[config.mk]
export PLATFORM = sky130hd
export DESIGN_NAME = fault_response_manager
export DESIGN_NICKNAME = d
export VERILOG_FILES = /design/src/rtl/fault_response_pkg.sv /design/src/rtl/fault_response_manager.sv /design/src/rtl/retry_timer.sv /design/src/rtl/signal_sync.sv
export SDC_FILE = /design/constraint.sdc
export NUM_CORES = 1
export LEC_CHECK = 0
export ABC_CLOCK_PERIOD_IN_PS = 7900
export BUFFER_PORTS_ARGS = -buffer_cell sky130_fd_sc_hd__buf_2
export CORE_UTILIZATION = 47
export DETAILED_ROUTE_END_ITERATION = 6
export PLACE_DENSITY = 0.68
export SETUP_SLACK_MARGIN = 0.1
export SYNTH_ARGS = -nofsm -noshare
export SYNTH_HDL_FRONTEND = slang
export SYNTH_SLANG_ARGS = --single-unit
export TNS_END_PERCENT = 50
[constraint.sdc]
create_clock -name clock -period 7.9 [get_ports clock]
set_clock_uncertainty 0.1 [all_clocks]
set_input_delay 0.395 -clock clock [delete_from_list [all_inputs] [get_ports clock]]
set_output_delay 0.395 -clock clock [all_outputs]
set_load 0.05 [all_outputs]
[src/rtl/fault_response_pkg.sv]
// Shared constants, types and helper functions of the fault response manager.
package fault_response_pkg;

  // Clock rate and fault timing; each time is kept in its own unit.
  localparam int CLOCK_KHZ = 40000;
  localparam int OC_RETRY_US = 5000;
  localparam int STALL_RETRY_MS = 1000;
  localparam int RECIRC_DECAY_US = 50;
  localparam int OC_RETRY_CYCLES = (OC_RETRY_US * CLOCK_KHZ + 999) / 1000;
  localparam int STALL_RETRY_CYCLES = STALL_RETRY_MS * CLOCK_KHZ;
  localparam int RECIRC_DECAY_CYCLES =
    (RECIRC_DECAY_US * CLOCK_KHZ + 999) / 1000;
  localparam int TIMER_WIDTH = 26;

  // Register byte addresses.
  localparam logic [7:0] ADDR_CONFIG = 8'h00;
  localparam logic [7:0] ADDR_CONTROL = 8'h04;
  localparam logic [7:0] ADDR_DRIVER_FLAGS = 8'h08;
  localparam logic [7:0] ADDR_CONTROL_FLAGS = 8'h0c;
  localparam logic [7:0] ADDR_STATUS = 8'h10;

  // Field layout and reset values.
  localparam int CFG_WIDTH = 7;
  localparam int CFG_OVG_BIT = 0;
  localparam int CFG_OCP_LSB = 1;
  localparam int CFG_STALL_LSB = 3;
  localparam logic [6:0] CONFIG_RESET = 7'h00;
  localparam int CTL_CLEAR_BIT = 0;
  localparam logic [2:0] FLAGS3_RESET = 3'h0;
  localparam logic [3:0] FLAGS4_RESET = 4'h0;

  // Policy encodings.
  localparam logic [1:0] OCP_LATCH = 2'h0;
  localparam logic [1:0] OCP_RETRY = 2'h1;
  localparam logic [1:0] OCP_FLAG = 2'h2;
  localparam logic [3:0] STALL_FLAG_ONLY = 4'h8;

  // Bridge states, numbered so that a larger code is more restrictive.
  typedef enum logic [2:0] {
    BR_ACTIVE = 3'b000,
    BR_HS_BRAKE = 3'b001,
    BR_LS_BRAKE = 3'b010,
    BR_RECIRC = 3'b011,
    BR_HIZ = 3'b100
  } bridge_type;

  function automatic bridge_type bridge_max(bridge_type a, bridge_type b);
    return (a > b) ? a : b;
  endfunction

  function automatic bridge_type stall_action(logic [1:0] code);
    bridge_type r;
    r = BR_HIZ;
    unique case (code)
      2'h0: r = BR_HIZ;
      2'h1: r = BR_RECIRC;
      2'h2: r = BR_HS_BRAKE;
      2'h3: r = BR_LS_BRAKE;
    endcase
    return r;
  endfunction

endpackage

[src/rtl/fault_response_manager.sv]
// Fault response manager: bridge state, logic enable, reporting and recovery.
//
// The register offsets and the APB register port were left to the implementer.
`timescale 1ns/100ps
module fault_response_manager
  import fault_response_pkg::*;
#(
  parameter int OC_RETRY_CYC = fault_response_pkg::OC_RETRY_CYCLES,
  parameter int STALL_RETRY_CYC = fault_response_pkg::STALL_RETRY_CYCLES
) (
  // Clock and reset
  input wire logic clock,
  input wire logic rst,
  // APB slave
  input wire logic [7:0] paddr,
  input wire logic psel,
  input wire logic penable,
  input wire logic pwrite,
  input wire logic [31:0] pwdata,
  input wire logic [3:0] pstrb,
  output logic [31:0] prdata,
  output logic pready,
  output logic pslverr,
  // Analog monitor levels, asynchronous
  input wire logic vm_low,
  input wire logic avdd_low,
  input wire logic stepdown_low,
  input wire logic pump_low,
  input wire logic vm_over,
  input wire logic phase_overcurrent,
  input wire logic stepdown_overcurrent,
  input wire logic speed_abnormal,
  input wire logic no_motor,
  input wire logic sync_lost,
  // Commutation requests from the drive logic
  input wire logic [2:0] drive_hs,
  input wire logic [2:0] drive_ls,
  input wire logic hs_modulation,
  // Power stage and status outputs
  output logic [2:0] gate_hs,
  output logic [2:0] gate_ls,
  output logic logic_active,
  output logic supply_low_reset,
  output logic fault_indicator_n
);

  import fault_response_pkg::*;

  // Synchronised monitor levels.
  logic [9:0] mon_s;
  logic vm_low_s;
  logic avdd_low_s;
  logic stepdown_low_s;
  logic pump_low_s;
  logic vm_over_s;
  logic phase_oc_s;
  logic stepdown_oc_s;
  logic speed_s;
  logic no_motor_s;
  logic sync_lost_s;

  signal_sync #(.WIDTH(10)) u_sync (
    .clock(clock),
    .rst(rst),
    .async_in({vm_low, avdd_low, stepdown_low, pump_low, vm_over,
      phase_overcurrent, stepdown_overcurrent, speed_abnormal, no_motor,
      sync_lost}),
    .sync_out(mon_s)
  );

  assign {vm_low_s, avdd_low_s, stepdown_low_s, pump_low_s, vm_over_s,
    phase_oc_s, stepdown_oc_s, speed_s, no_motor_s, sync_lost_s} = mon_s;

  // Registers.
  logic [CFG_WIDTH-1:0] cfg_q;
  logic [CFG_WIDTH-1:0] cfg_d;
  logic [2:0] drv_flags_q;
  logic [2:0] drv_flags_d;
  logic [3:0] ctl_flags_q;
  logic [3:0] ctl_flags_d;
  logic oc_latch_q;
  logic oc_latch_d;
  logic oc_retry_q;
  logic oc_retry_d;
  logic sd_retry_q;
  logic sd_retry_d;
  logic st_latch_q;
  logic st_latch_d;
  logic st_retry_q;
  logic st_retry_d;
  logic [1:0] st_act_q;
  logic [1:0] st_act_d;
  logic rec_armed_q;
  logic rec_done_q;
  logic rec_done_d;
  logic [2:0] rec_hs_q;
  logic [2:0] rec_ls_q;
  logic [2:0] gate_hs_q;
  logic [2:0] gate_hs_d;
  logic [2:0] gate_ls_q;
  logic [2:0] gate_ls_d;
  bridge_type bridge_q;
  logic logic_q;
  logic logic_d;
  logic supply_q;
  logic pin_n_q;
  logic [31:0] prdata_q;
  logic [31:0] prdata_d;
  logic pready_q;
  logic pslverr_q;

  // Configuration fields.
  logic ovg_on;
  logic [1:0] ocp_pol;
  logic [3:0] stall_pol;
  assign ovg_on = cfg_q[CFG_OVG_BIT];
  assign ocp_pol = cfg_q[CFG_OCP_LSB +: 2];
  assign stall_pol = cfg_q[CFG_STALL_LSB +: 4];

  // APB decode; the access phase always completes in its first cycle.
  logic setup;
  logic wr_done;
  logic hit_cfg;
  logic hit_ctl;
  logic hit_drv;
  logic hit_cfl;
  logic hit_sts;
  logic mapped;
  logic clr;
  logic [31:0] rd_mux;
  assign setup = psel & ~penable;
  assign wr_done = psel & penable & pready_q & pwrite & ~pslverr_q;
  assign hit_cfg = paddr == ADDR_CONFIG;
  assign hit_ctl = paddr == ADDR_CONTROL;
  assign hit_drv = paddr == ADDR_DRIVER_FLAGS;
  assign hit_cfl = paddr == ADDR_CONTROL_FLAGS;
  assign hit_sts = paddr == ADDR_STATUS;
  assign mapped = hit_cfg | hit_ctl | hit_drv | hit_cfl | hit_sts;
  assign clr = wr_done & hit_ctl & pstrb[0] & pwdata[CTL_CLEAR_BIT];
  assign cfg_d = (wr_done & hit_cfg & pstrb[0]) ? pwdata[CFG_WIDTH-1:0]
    : cfg_q;
  assign rd_mux = hit_cfg ? {25'h0, cfg_q}
    : hit_drv ? {29'h0, drv_flags_q}
    : hit_cfl ? {28'h0, ctl_flags_q}
    : hit_sts ? {26'h0, supply_q, ~pin_n_q, logic_q, bridge_q}
    : 32'h0;
  assign prdata_d = (setup & ~pwrite) ? rd_mux : prdata_q;

  // Fault conditions and their configured treatment.
  logic uv_any;
  logic ov_act;
  logic stall_s;
  logic oc_report;
  logic oc_flag;
  logic st_report;
  logic st_flag;
  assign uv_any = vm_low_s | avdd_low_s | stepdown_low_s;
  assign ov_act = vm_over_s & ovg_on;
  assign stall_s = speed_s | no_motor_s | sync_lost_s;
  assign oc_report = ocp_pol == OCP_LATCH || ocp_pol == OCP_RETRY;
  assign oc_flag = oc_report || ocp_pol == OCP_FLAG;
  assign st_report = ~stall_pol[3];
  assign st_flag = st_report | (stall_pol == STALL_FLAG_ONLY);

  // Phase and stepdown overcurrent recovery; a set always beats a clear.
  logic oc_retry_set;
  logic sd_retry_set;
  logic oc_tmr_busy;
  logic oc_tmr_done;
  assign oc_latch_d = (oc_latch_q & ~clr)
    | (phase_oc_s & ocp_pol == OCP_LATCH);
  assign oc_retry_set = phase_oc_s & ocp_pol == OCP_RETRY & ~oc_retry_q;
  assign oc_retry_d = (oc_retry_q & ~oc_tmr_done) | oc_retry_set;
  assign sd_retry_set = stepdown_oc_s & ~sd_retry_q;
  assign sd_retry_d = (sd_retry_q & ~oc_tmr_done) | sd_retry_set;

  // Both overcurrent retries share one timer; a late joiner ends early.
  retry_timer #(.WIDTH(TIMER_WIDTH), .CYCLES(OC_RETRY_CYC)) u_oc_timer (
    .clock(clock),
    .rst(rst),
    .start((oc_retry_set | sd_retry_set) & ~oc_tmr_busy),
    .busy(oc_tmr_busy),
    .done(oc_tmr_done)
  );

  // Stall recovery; the action is frozen when the fault is taken.
  logic st_latch_set;
  logic st_retry_set;
  logic st_tmr_done;
  assign st_latch_set = stall_s & st_report & ~stall_pol[2];
  assign st_latch_d = (st_latch_q & ~clr) | st_latch_set;
  assign st_retry_set = stall_s & st_report & stall_pol[2]
    & ~st_retry_q;
  assign st_retry_d = (st_retry_q & ~st_tmr_done) | st_retry_set;
  assign st_act_d = ((st_latch_set & ~st_latch_q) | st_retry_set)
    ? stall_pol[1:0] : st_act_q;

  retry_timer #(.WIDTH(TIMER_WIDTH), .CYCLES(STALL_RETRY_CYC)) u_st_timer (
    .clock(clock),
    .rst(rst),
    .start(st_retry_set),
    .busy(),
    .done(st_tmr_done)
  );

  // Sticky flags: a new detection beats a clear in the same cycle.
  assign drv_flags_d = (drv_flags_q & ~{3{clr}})
    | {phase_oc_s & oc_flag, ov_act, pump_low_s};
  assign ctl_flags_d = (ctl_flags_q & ~{4{clr}})
    | ({sync_lost_s, no_motor_s, speed_s, stall_s}
      & {4{st_flag}});

  // Pin stays asserted while any reported fault is unrecovered.
  logic pending;
  assign pending = pump_low_s | ov_act | oc_latch_q | oc_retry_q
    | st_latch_q | st_retry_q | (phase_oc_s & oc_report)
    | (stall_s & st_report);

  // Bridge state selection: the most restrictive demand wins.
  logic hiz_need;
  bridge_type stall_state;
  bridge_type demand;
  bridge_type eff_state;
  assign hiz_need = uv_any | pump_low_s | ov_act | oc_latch_q | oc_retry_q
    | sd_retry_q;
  assign stall_state = (st_latch_q | st_retry_q) ? stall_action(st_act_q)
    : BR_ACTIVE;
  assign demand = bridge_max(stall_state,
    hiz_need ? BR_HIZ : BR_ACTIVE);
  assign eff_state = (demand == BR_RECIRC && rec_done_q) ? BR_HIZ
    : demand;
  assign logic_d = ~(uv_any | sd_retry_q);

  // Recirculation keeps only the switches on the unmodulated side.
  logic rec_want;
  logic rec_start;
  logic rec_tmr_done;
  assign rec_want = demand == BR_RECIRC;
  assign rec_start = rec_want & ~rec_armed_q;
  assign rec_done_d = rec_want & (rec_done_q | rec_tmr_done);

  retry_timer #(.WIDTH(TIMER_WIDTH), .CYCLES(RECIRC_DECAY_CYCLES)) u_rec (
    .clock(clock),
    .rst(rst),
    .start(rec_start),
    .busy(),
    .done(rec_tmr_done)
  );

  assign gate_hs_d = eff_state == BR_ACTIVE ? drive_hs
    : eff_state == BR_HS_BRAKE ? 3'h7
    : eff_state == BR_RECIRC ? rec_hs_q
    : 3'h0;
  assign gate_ls_d = eff_state == BR_ACTIVE ? drive_ls
    : eff_state == BR_LS_BRAKE ? 3'h7
    : eff_state == BR_RECIRC ? rec_ls_q
    : 3'h0;

  always_ff @(posedge clock or posedge rst) begin
    if (rst) begin
      cfg_q <= CONFIG_RESET;
      drv_flags_q <= FLAGS3_RESET;
      ctl_flags_q <= FLAGS4_RESET;
      oc_latch_q <= 1'b0;
      oc_retry_q <= 1'b0;
      sd_retry_q <= 1'b0;
      st_latch_q <= 1'b0;
      st_retry_q <= 1'b0;
      st_act_q <= 2'h0;
    end else begin
      cfg_q <= cfg_d;
      drv_flags_q <= drv_flags_d;
      ctl_flags_q <= ctl_flags_d;
      oc_latch_q <= oc_latch_d;
      oc_retry_q <= oc_retry_d;
      sd_retry_q <= sd_retry_d;
      st_latch_q <= st_latch_d;
      st_retry_q <= st_retry_d;
      st_act_q <= st_act_d;
    end
  end

  // The captured pattern follows hs_modulation at recirculation entry.
  always_ff @(posedge clock or posedge rst) begin
    if (rst) begin
      rec_armed_q <= 1'b0;
      rec_done_q <= 1'b0;
      rec_hs_q <= 3'h0;
      rec_ls_q <= 3'h0;
    end else begin
      rec_armed_q <= rec_want;
      rec_done_q <= rec_done_d;
      if (rec_start) begin
        rec_hs_q <= hs_modulation ? 3'h0 : drive_hs;
        rec_ls_q <= hs_modulation ? drive_ls : 3'h0;
      end
    end
  end

  always_ff @(posedge clock or posedge rst) begin
    if (rst) begin
      gate_hs_q <= 3'h0;
      gate_ls_q <= 3'h0;
      bridge_q <= BR_HIZ;
      logic_q <= 1'b0;
      supply_q <= 1'b0;
      pin_n_q <= 1'b1;
    end else begin
      gate_hs_q <= gate_hs_d;
      gate_ls_q <= gate_ls_d;
      bridge_q <= eff_state;
      logic_q <= logic_d;
      supply_q <= vm_low_s | avdd_low_s;
      pin_n_q <= ~pending;
    end
  end

  always_ff @(posedge clock or posedge rst) begin
    if (rst) begin
      prdata_q <= 32'h0;
      pready_q <= 1'b0;
      pslverr_q <= 1'b0;
    end else begin
      prdata_q <= prdata_d;
      pready_q <= setup;
      pslverr_q <= setup & ~mapped;
    end
  end

  assign prdata = prdata_q;
  assign pready = pready_q;
  assign pslverr = pslverr_q;
  assign gate_hs = gate_hs_q;
  assign gate_ls = gate_ls_q;
  assign logic_active = logic_q;
  assign supply_low_reset = supply_q;
  assign fault_indicator_n = pin_n_q;
endmodule

[src/rtl/retry_timer.sv]
// One-shot down counter that pulses done a fixed number of cycles after start.
`timescale 1ns/100ps
module retry_timer #(
  parameter int WIDTH = 26,
  parameter int CYCLES = 2000
) (
  // Clock and reset
  input wire logic clock,
  input wire logic rst,
  // Control
  input wire logic start,
  output logic busy,
  output logic done
);

  localparam logic [WIDTH-1:0] LOAD = WIDTH'(CYCLES - 1);

  logic [WIDTH-1:0] count_q;
  logic [WIDTH-1:0] count_d;
  logic busy_q;
  logic busy_d;
  logic done_q;
  logic done_d;
  logic launch;

  // A start always reloads, so a new wait never inherits the tail of an
  // abandoned one; a caller that must not stretch a running wait gates start
  // with busy.
  assign launch = start;
  assign count_d = launch ? LOAD : (busy_q ? count_q - 1'b1 : count_q);
  assign busy_d = launch | (busy_q & (count_q != '0));
  assign done_d = busy_q & (count_q == '0) & ~launch;

  always_ff @(posedge clock or posedge rst) begin
    if (rst) begin
      count_q <= '0;
      busy_q <= 1'b0;
      done_q <= 1'b0;
    end else begin
      count_q <= count_d;
      busy_q <= busy_d;
      done_q <= done_d;
    end
  end

  assign busy = busy_q;
  assign done = done_q;

endmodule

[src/rtl/signal_sync.sv]
// Two-stage synchroniser for a vector of asynchronous monitor levels.
`timescale 1ns/100ps
module signal_sync #(
  parameter int WIDTH = 10
) (
  // Clock and reset
  input wire logic clock,
  input wire logic rst,
  // Levels
  input wire logic [WIDTH-1:0] async_in,
  output logic [WIDTH-1:0] sync_out
);

  logic [WIDTH-1:0] stage1_q;
  logic [WIDTH-1:0] stage2_q;

  // The first stage feeds only the second one.
  always_ff @(posedge clock or posedge rst) begin
    if (rst) begin
      stage1_q <= '0;
      stage2_q <= '0;
    end else begin
      stage1_q <= async_in;
      stage2_q <= stage1_q;
    end
  end

  assign sync_out = stage2_q;

endmodule

==> flow_results.org <==
** Run status
- The run finished with clean final reports.

** Die
- Ports placed on the boundary :: 109
- Core region area :: 14800 sq um
- Once the floorplan was initialized, standard cells occupied 48.8% of the core.
- The floorplan has 44 rows.
- The die is 126 microns tall.
- Measured along the x axis, the die boundary spans 126 microns.
- Die Footprint :: 15800 sq um

** STA
- Final total negative setup slack :: 0 ns
- Count of pins over their slew limit :: 0
- The number of hold-slack violations in the final timing report is 0.
- The worst path uses 45.7% of the clock period.
- Slew of the pin with the lowest slew margin :: 1.18 ns
- Total of endpoints with negative setup slack in the final report :: 0
- Hold timing on the final database bottoms out at a slack of 0.0765 ns.
- Rel. slew slack :: 20.7%
- Setup WS post-layout :: 4.29 ns
- Subtracting the final worst setup slack from the clock period gives 3.61 ns.
- Setup repair after global routing missed its margin :: false
- Achievable clock frequency :: 277 MHz

** Finish
- For this run, the number of standard cells in the final layout without fillers is 941.
- Area grow syn2layout :: 14.1%
- Total area of multi-input combinational cells :: 3080 sq um
- 0 antenna diodes ended up in the layout.
- Fraction of layout instances using a drive strength above 1 :: 16.0%
- Final core utilization :: 55.7%
- At the end of the flow, the number of nets in the layout was 818.
- Across the whole layout, storage elements account for 3860 sq um.
- Fill count :: 1253

** Route
- The detailed router finished its first iteration with 515 violations.
- Summing over every cut layer, the via total after detailed routing is 5385.
- In the final routed layout, each cell accounts on average for 15.7 microns.
- The routed design has 14800 microns of wire.
- The count of nets left with antenna violations once routing finished came out at 0.
- After detailed routing, the number of remaining DRC violations is 0.
- In the routed layout, each cell is associated on average with a via count of 5.72.
- Router iterations before antenna repair :: 5

** Yosys
- In the synthesized netlist, the cells that appear most often are 152 x dfrtp_1, 60 x nand2_1, 40 x nor2_1.
- Mean cell area of the mapped netlist :: 10.6 sq um
- Synthesis inferred 154 register bits.
- Post-synth top area cell :: dfrtp_1
- Proportion of synthesized chip area in sequential cells :: 53.6%
- The number of different library cells used by synthesis comes to 62.
- Number of instances in the synthesized netlist :: 681
- Share of flip-flops with an asynchronous set or reset after synthesis :: 100%
- In this run the cell area of the synthesized design comes to 7190 sq um.
- Count leader, synth :: dfrtp_1
- Dominant synthesized flop cell :: dfrtp_1
- Number of warnings issued by yosys :: 0
- After synthesis, the cell types taking the most area are dfrtp_1 53%, nand2_1 3.1%, buf_4 2.6%.
- The top cell type by area accounts for 52.9% of the synthesized area.
- Number of enable flip-flop cells after synthesis :: 0

** Place
- Place WS :: 4.25 ns
- In this run the tool buffered the top-level ports with 55 buffer cells.
- Once placement completed, the tool counted placed cells totaling 898.
- Routability-driven placement finished with a final weighted congestion of 0.788.
- Summed over all nets, the half-perimeter wirelength after detailed placement is 9990 microns.

** Power and ir drop
- Power density over the cells :: 237 nW/um^2
- P_leak :: 3.76 nW
- VDD sags by at most 0.168 mV.

** Worst setup path
- The kind of cell with the highest combined delay along the critical path is simple AND/OR/NAND/NOR gates.
- STA classifies the critical path startpoint as a flip-flop.
- Worst Path Max Fanout :: 19
- Cell with the biggest individual delay on the critical path :: or4b_2
- Critical path arrival :: 3.81 ns
- Timing startpoint of the critical path :: cfg_q[0]
- In this design, the stage delay of the slowest critical-path cell is 0.69 ns.
- Critical Path, Cell by Cell :: a2111o_1 > nor4_1 > ha_1 > or4b_2 > nor2_2 > mux2_2
- Worst r2r src :: cfg_q[0]
- Worst setup path class :: flip-flop to flip-flop
- Counting both buffers and inverters, the worst setup path holds a total of 0.
- STA classifies the critical path endpoint as a flip-flop.
- Required time at the endpoint of the critical path :: 8.10 ns

** Clock tree
- TritonCTS built the clock tree.
- The longest clock path from root to sink contains 2 buffers.
- Clock slew at the register clock pins of the worst setup and hold paths :: 0.06 ns
- CTS Root Buffer Type :: clkbuf_16
- Buffers added to address setup during post-CTS repair amount to 0.
- Number of buffers created by CTS :: 17
- Htree depth :: 4
- Clock Sink Count :: 154
- Clock insertion delay at the later pin of the skew report :: 0.42 ns

** Global routing
- Met1 GRT Util :: 26.3%
- The first global-routing pass estimated 25300 microns of wire.
- The number of antenna violations at the first check in global routing is 0.
- Entering global routing, the biggest net connects 88 pins.
- Global routing used 20.1% of the available tracks.
- Number of global-route vias before repair :: 5304
- The global routing stage identified its most utilized layer as met2.
- Global routing consumed, on the met3 layer, 4.63% of the routing resources.
- Total overflow reported by the global router :: 0
- In the global route stage, met2 resource usage came out at 32.7%.

** Worst hold path
- Worst min-delay path category :: primary input to flip-flop
- Startpoint of the worst hold path :: penable

** Flow run
- The tool flagged a number of max-cap violations equal to 0.
## layout by cell type (no fill, tap or decap), types with 4 or more instances in the layout
master,Yosys,routed
dlygate4sd3_1,0,11
nor3_1,21,21
nor2b_1,13,13
or3_1,18,18
o21a_1,4,4
clkbuf_16,0,17
mux2_2,13,13
nor3b_1,5,5
mux2i_1,13,13
o311ai_0,6,6
nand2_1,60,60
ha_1,8,8
a21oi_1,34,34
or2_2,7,7
or4_1,18,18
dfrtp_1,152,152
xor2_1,13,13
buf_2,2,55
o21ai_0,30,30
o2bb2ai_1,7,7
nor2_1,40,40
and3_1,4,4
nand4_1,12,12
o41ai_1,12,12
inv_1,16,15
nand3_1,26,26
nand2b_1,8,8
o31ai_1,19,19
clkbuf_1,16,4
a22o_1,6,6
conb_1,1,25
nor4_1,19,19
clkinvlp_4,0,4
xnor2_1,8,8
## kinds of logic after synthesis
logic type      synth area share [%]
mux                             3.84
simple gates                    21.7
buf+inv                         4.85
other cells                   0.0521
flops                           53.6
compound gates                  12.0
xor+xnor                        2.56
fa+ha+maj                       1.39
## registers in the layout, indices dropped and copies added, names as in the netlist, 4 cells and up
register and flops:
u_oc_timer.count_q 26, u_rec.count_q 26, u_st_timer.count_q 26, u_sync.stage1_q 10
u_sync.sync_out 10, cfg_q 7, prdata 7, ctl_flags_q 4
## what timing repair did
action                                 CTS  global route
resized for setup                        0             0
hold buffers                            11             0
endpoints found under the hold margin   77             0
## metal layers
| layer | vias to the layer above | part of all wire, % |
|---|---|---|
| met4 | 0 | 1.5 |
| met5 | - | 0 |
| li1 | 2577 | - |
| met1 | 2657 | 47 |
| met2 | 130 | 48 |
| met3 | 21 | 3.8 |
## power by group
| part | switching [mW] | total, mW | internal, mW |
|---|---|---|---|
| sequential | 0.0597 | 0.902 | 0.842 |
| clock | 0.311 | 0.806 | 0.496 |
| combinational | 0.152 | 0.241 | 0.0891 |
| total | 0.522 | 1.95 | 1.43 |
## metrics by stage
| step | cell area [sq um] | total power, mW |
|---|---|---|
| 3_5_place_dp | 7510 | 1.15 |
| 6_report | 8210 | 1.95 |
| 3_3_place_gp | 7510 | 1.14 |
| 2_1_floorplan | 7280 | 1.10 |
| 4_1_cts | 8210 | 1.97 |
| 5_1_grt | 8210 | 2.04 |
## layout make-up
type | count | share of cell area [%]
Clock buffer | 21 | 5.36
Clock inverter | 11 | 1.80
Inverter | 16 | 0.792
Multi-Input combinational cell | 488 | 37.5
Sequential cell | 154 | 47.0
Tap cell | 184 | 2.80
Timing Repair Buffer | 67 | 4.78
## worst paths after layout
check | slack [ns] | to | depth (start not counted)
worst min register to register | 0.25 | u_sync.sync_out[8] | 0
max in group asynchronous | 5.65 | u_rec.count_q[0] | 4
worst min-delay path | 0.08 | pready | 2
min in group asynchronous | 0.51 | u_sync.stage1_q[7] | 3
worst max register to register | 4.29 | rec_hs_q[2] | 6
worst max-delay path | 4.29 | rec_hs_q[2] | 6
No activity file was read; power rests on OpenSTA's default activity.
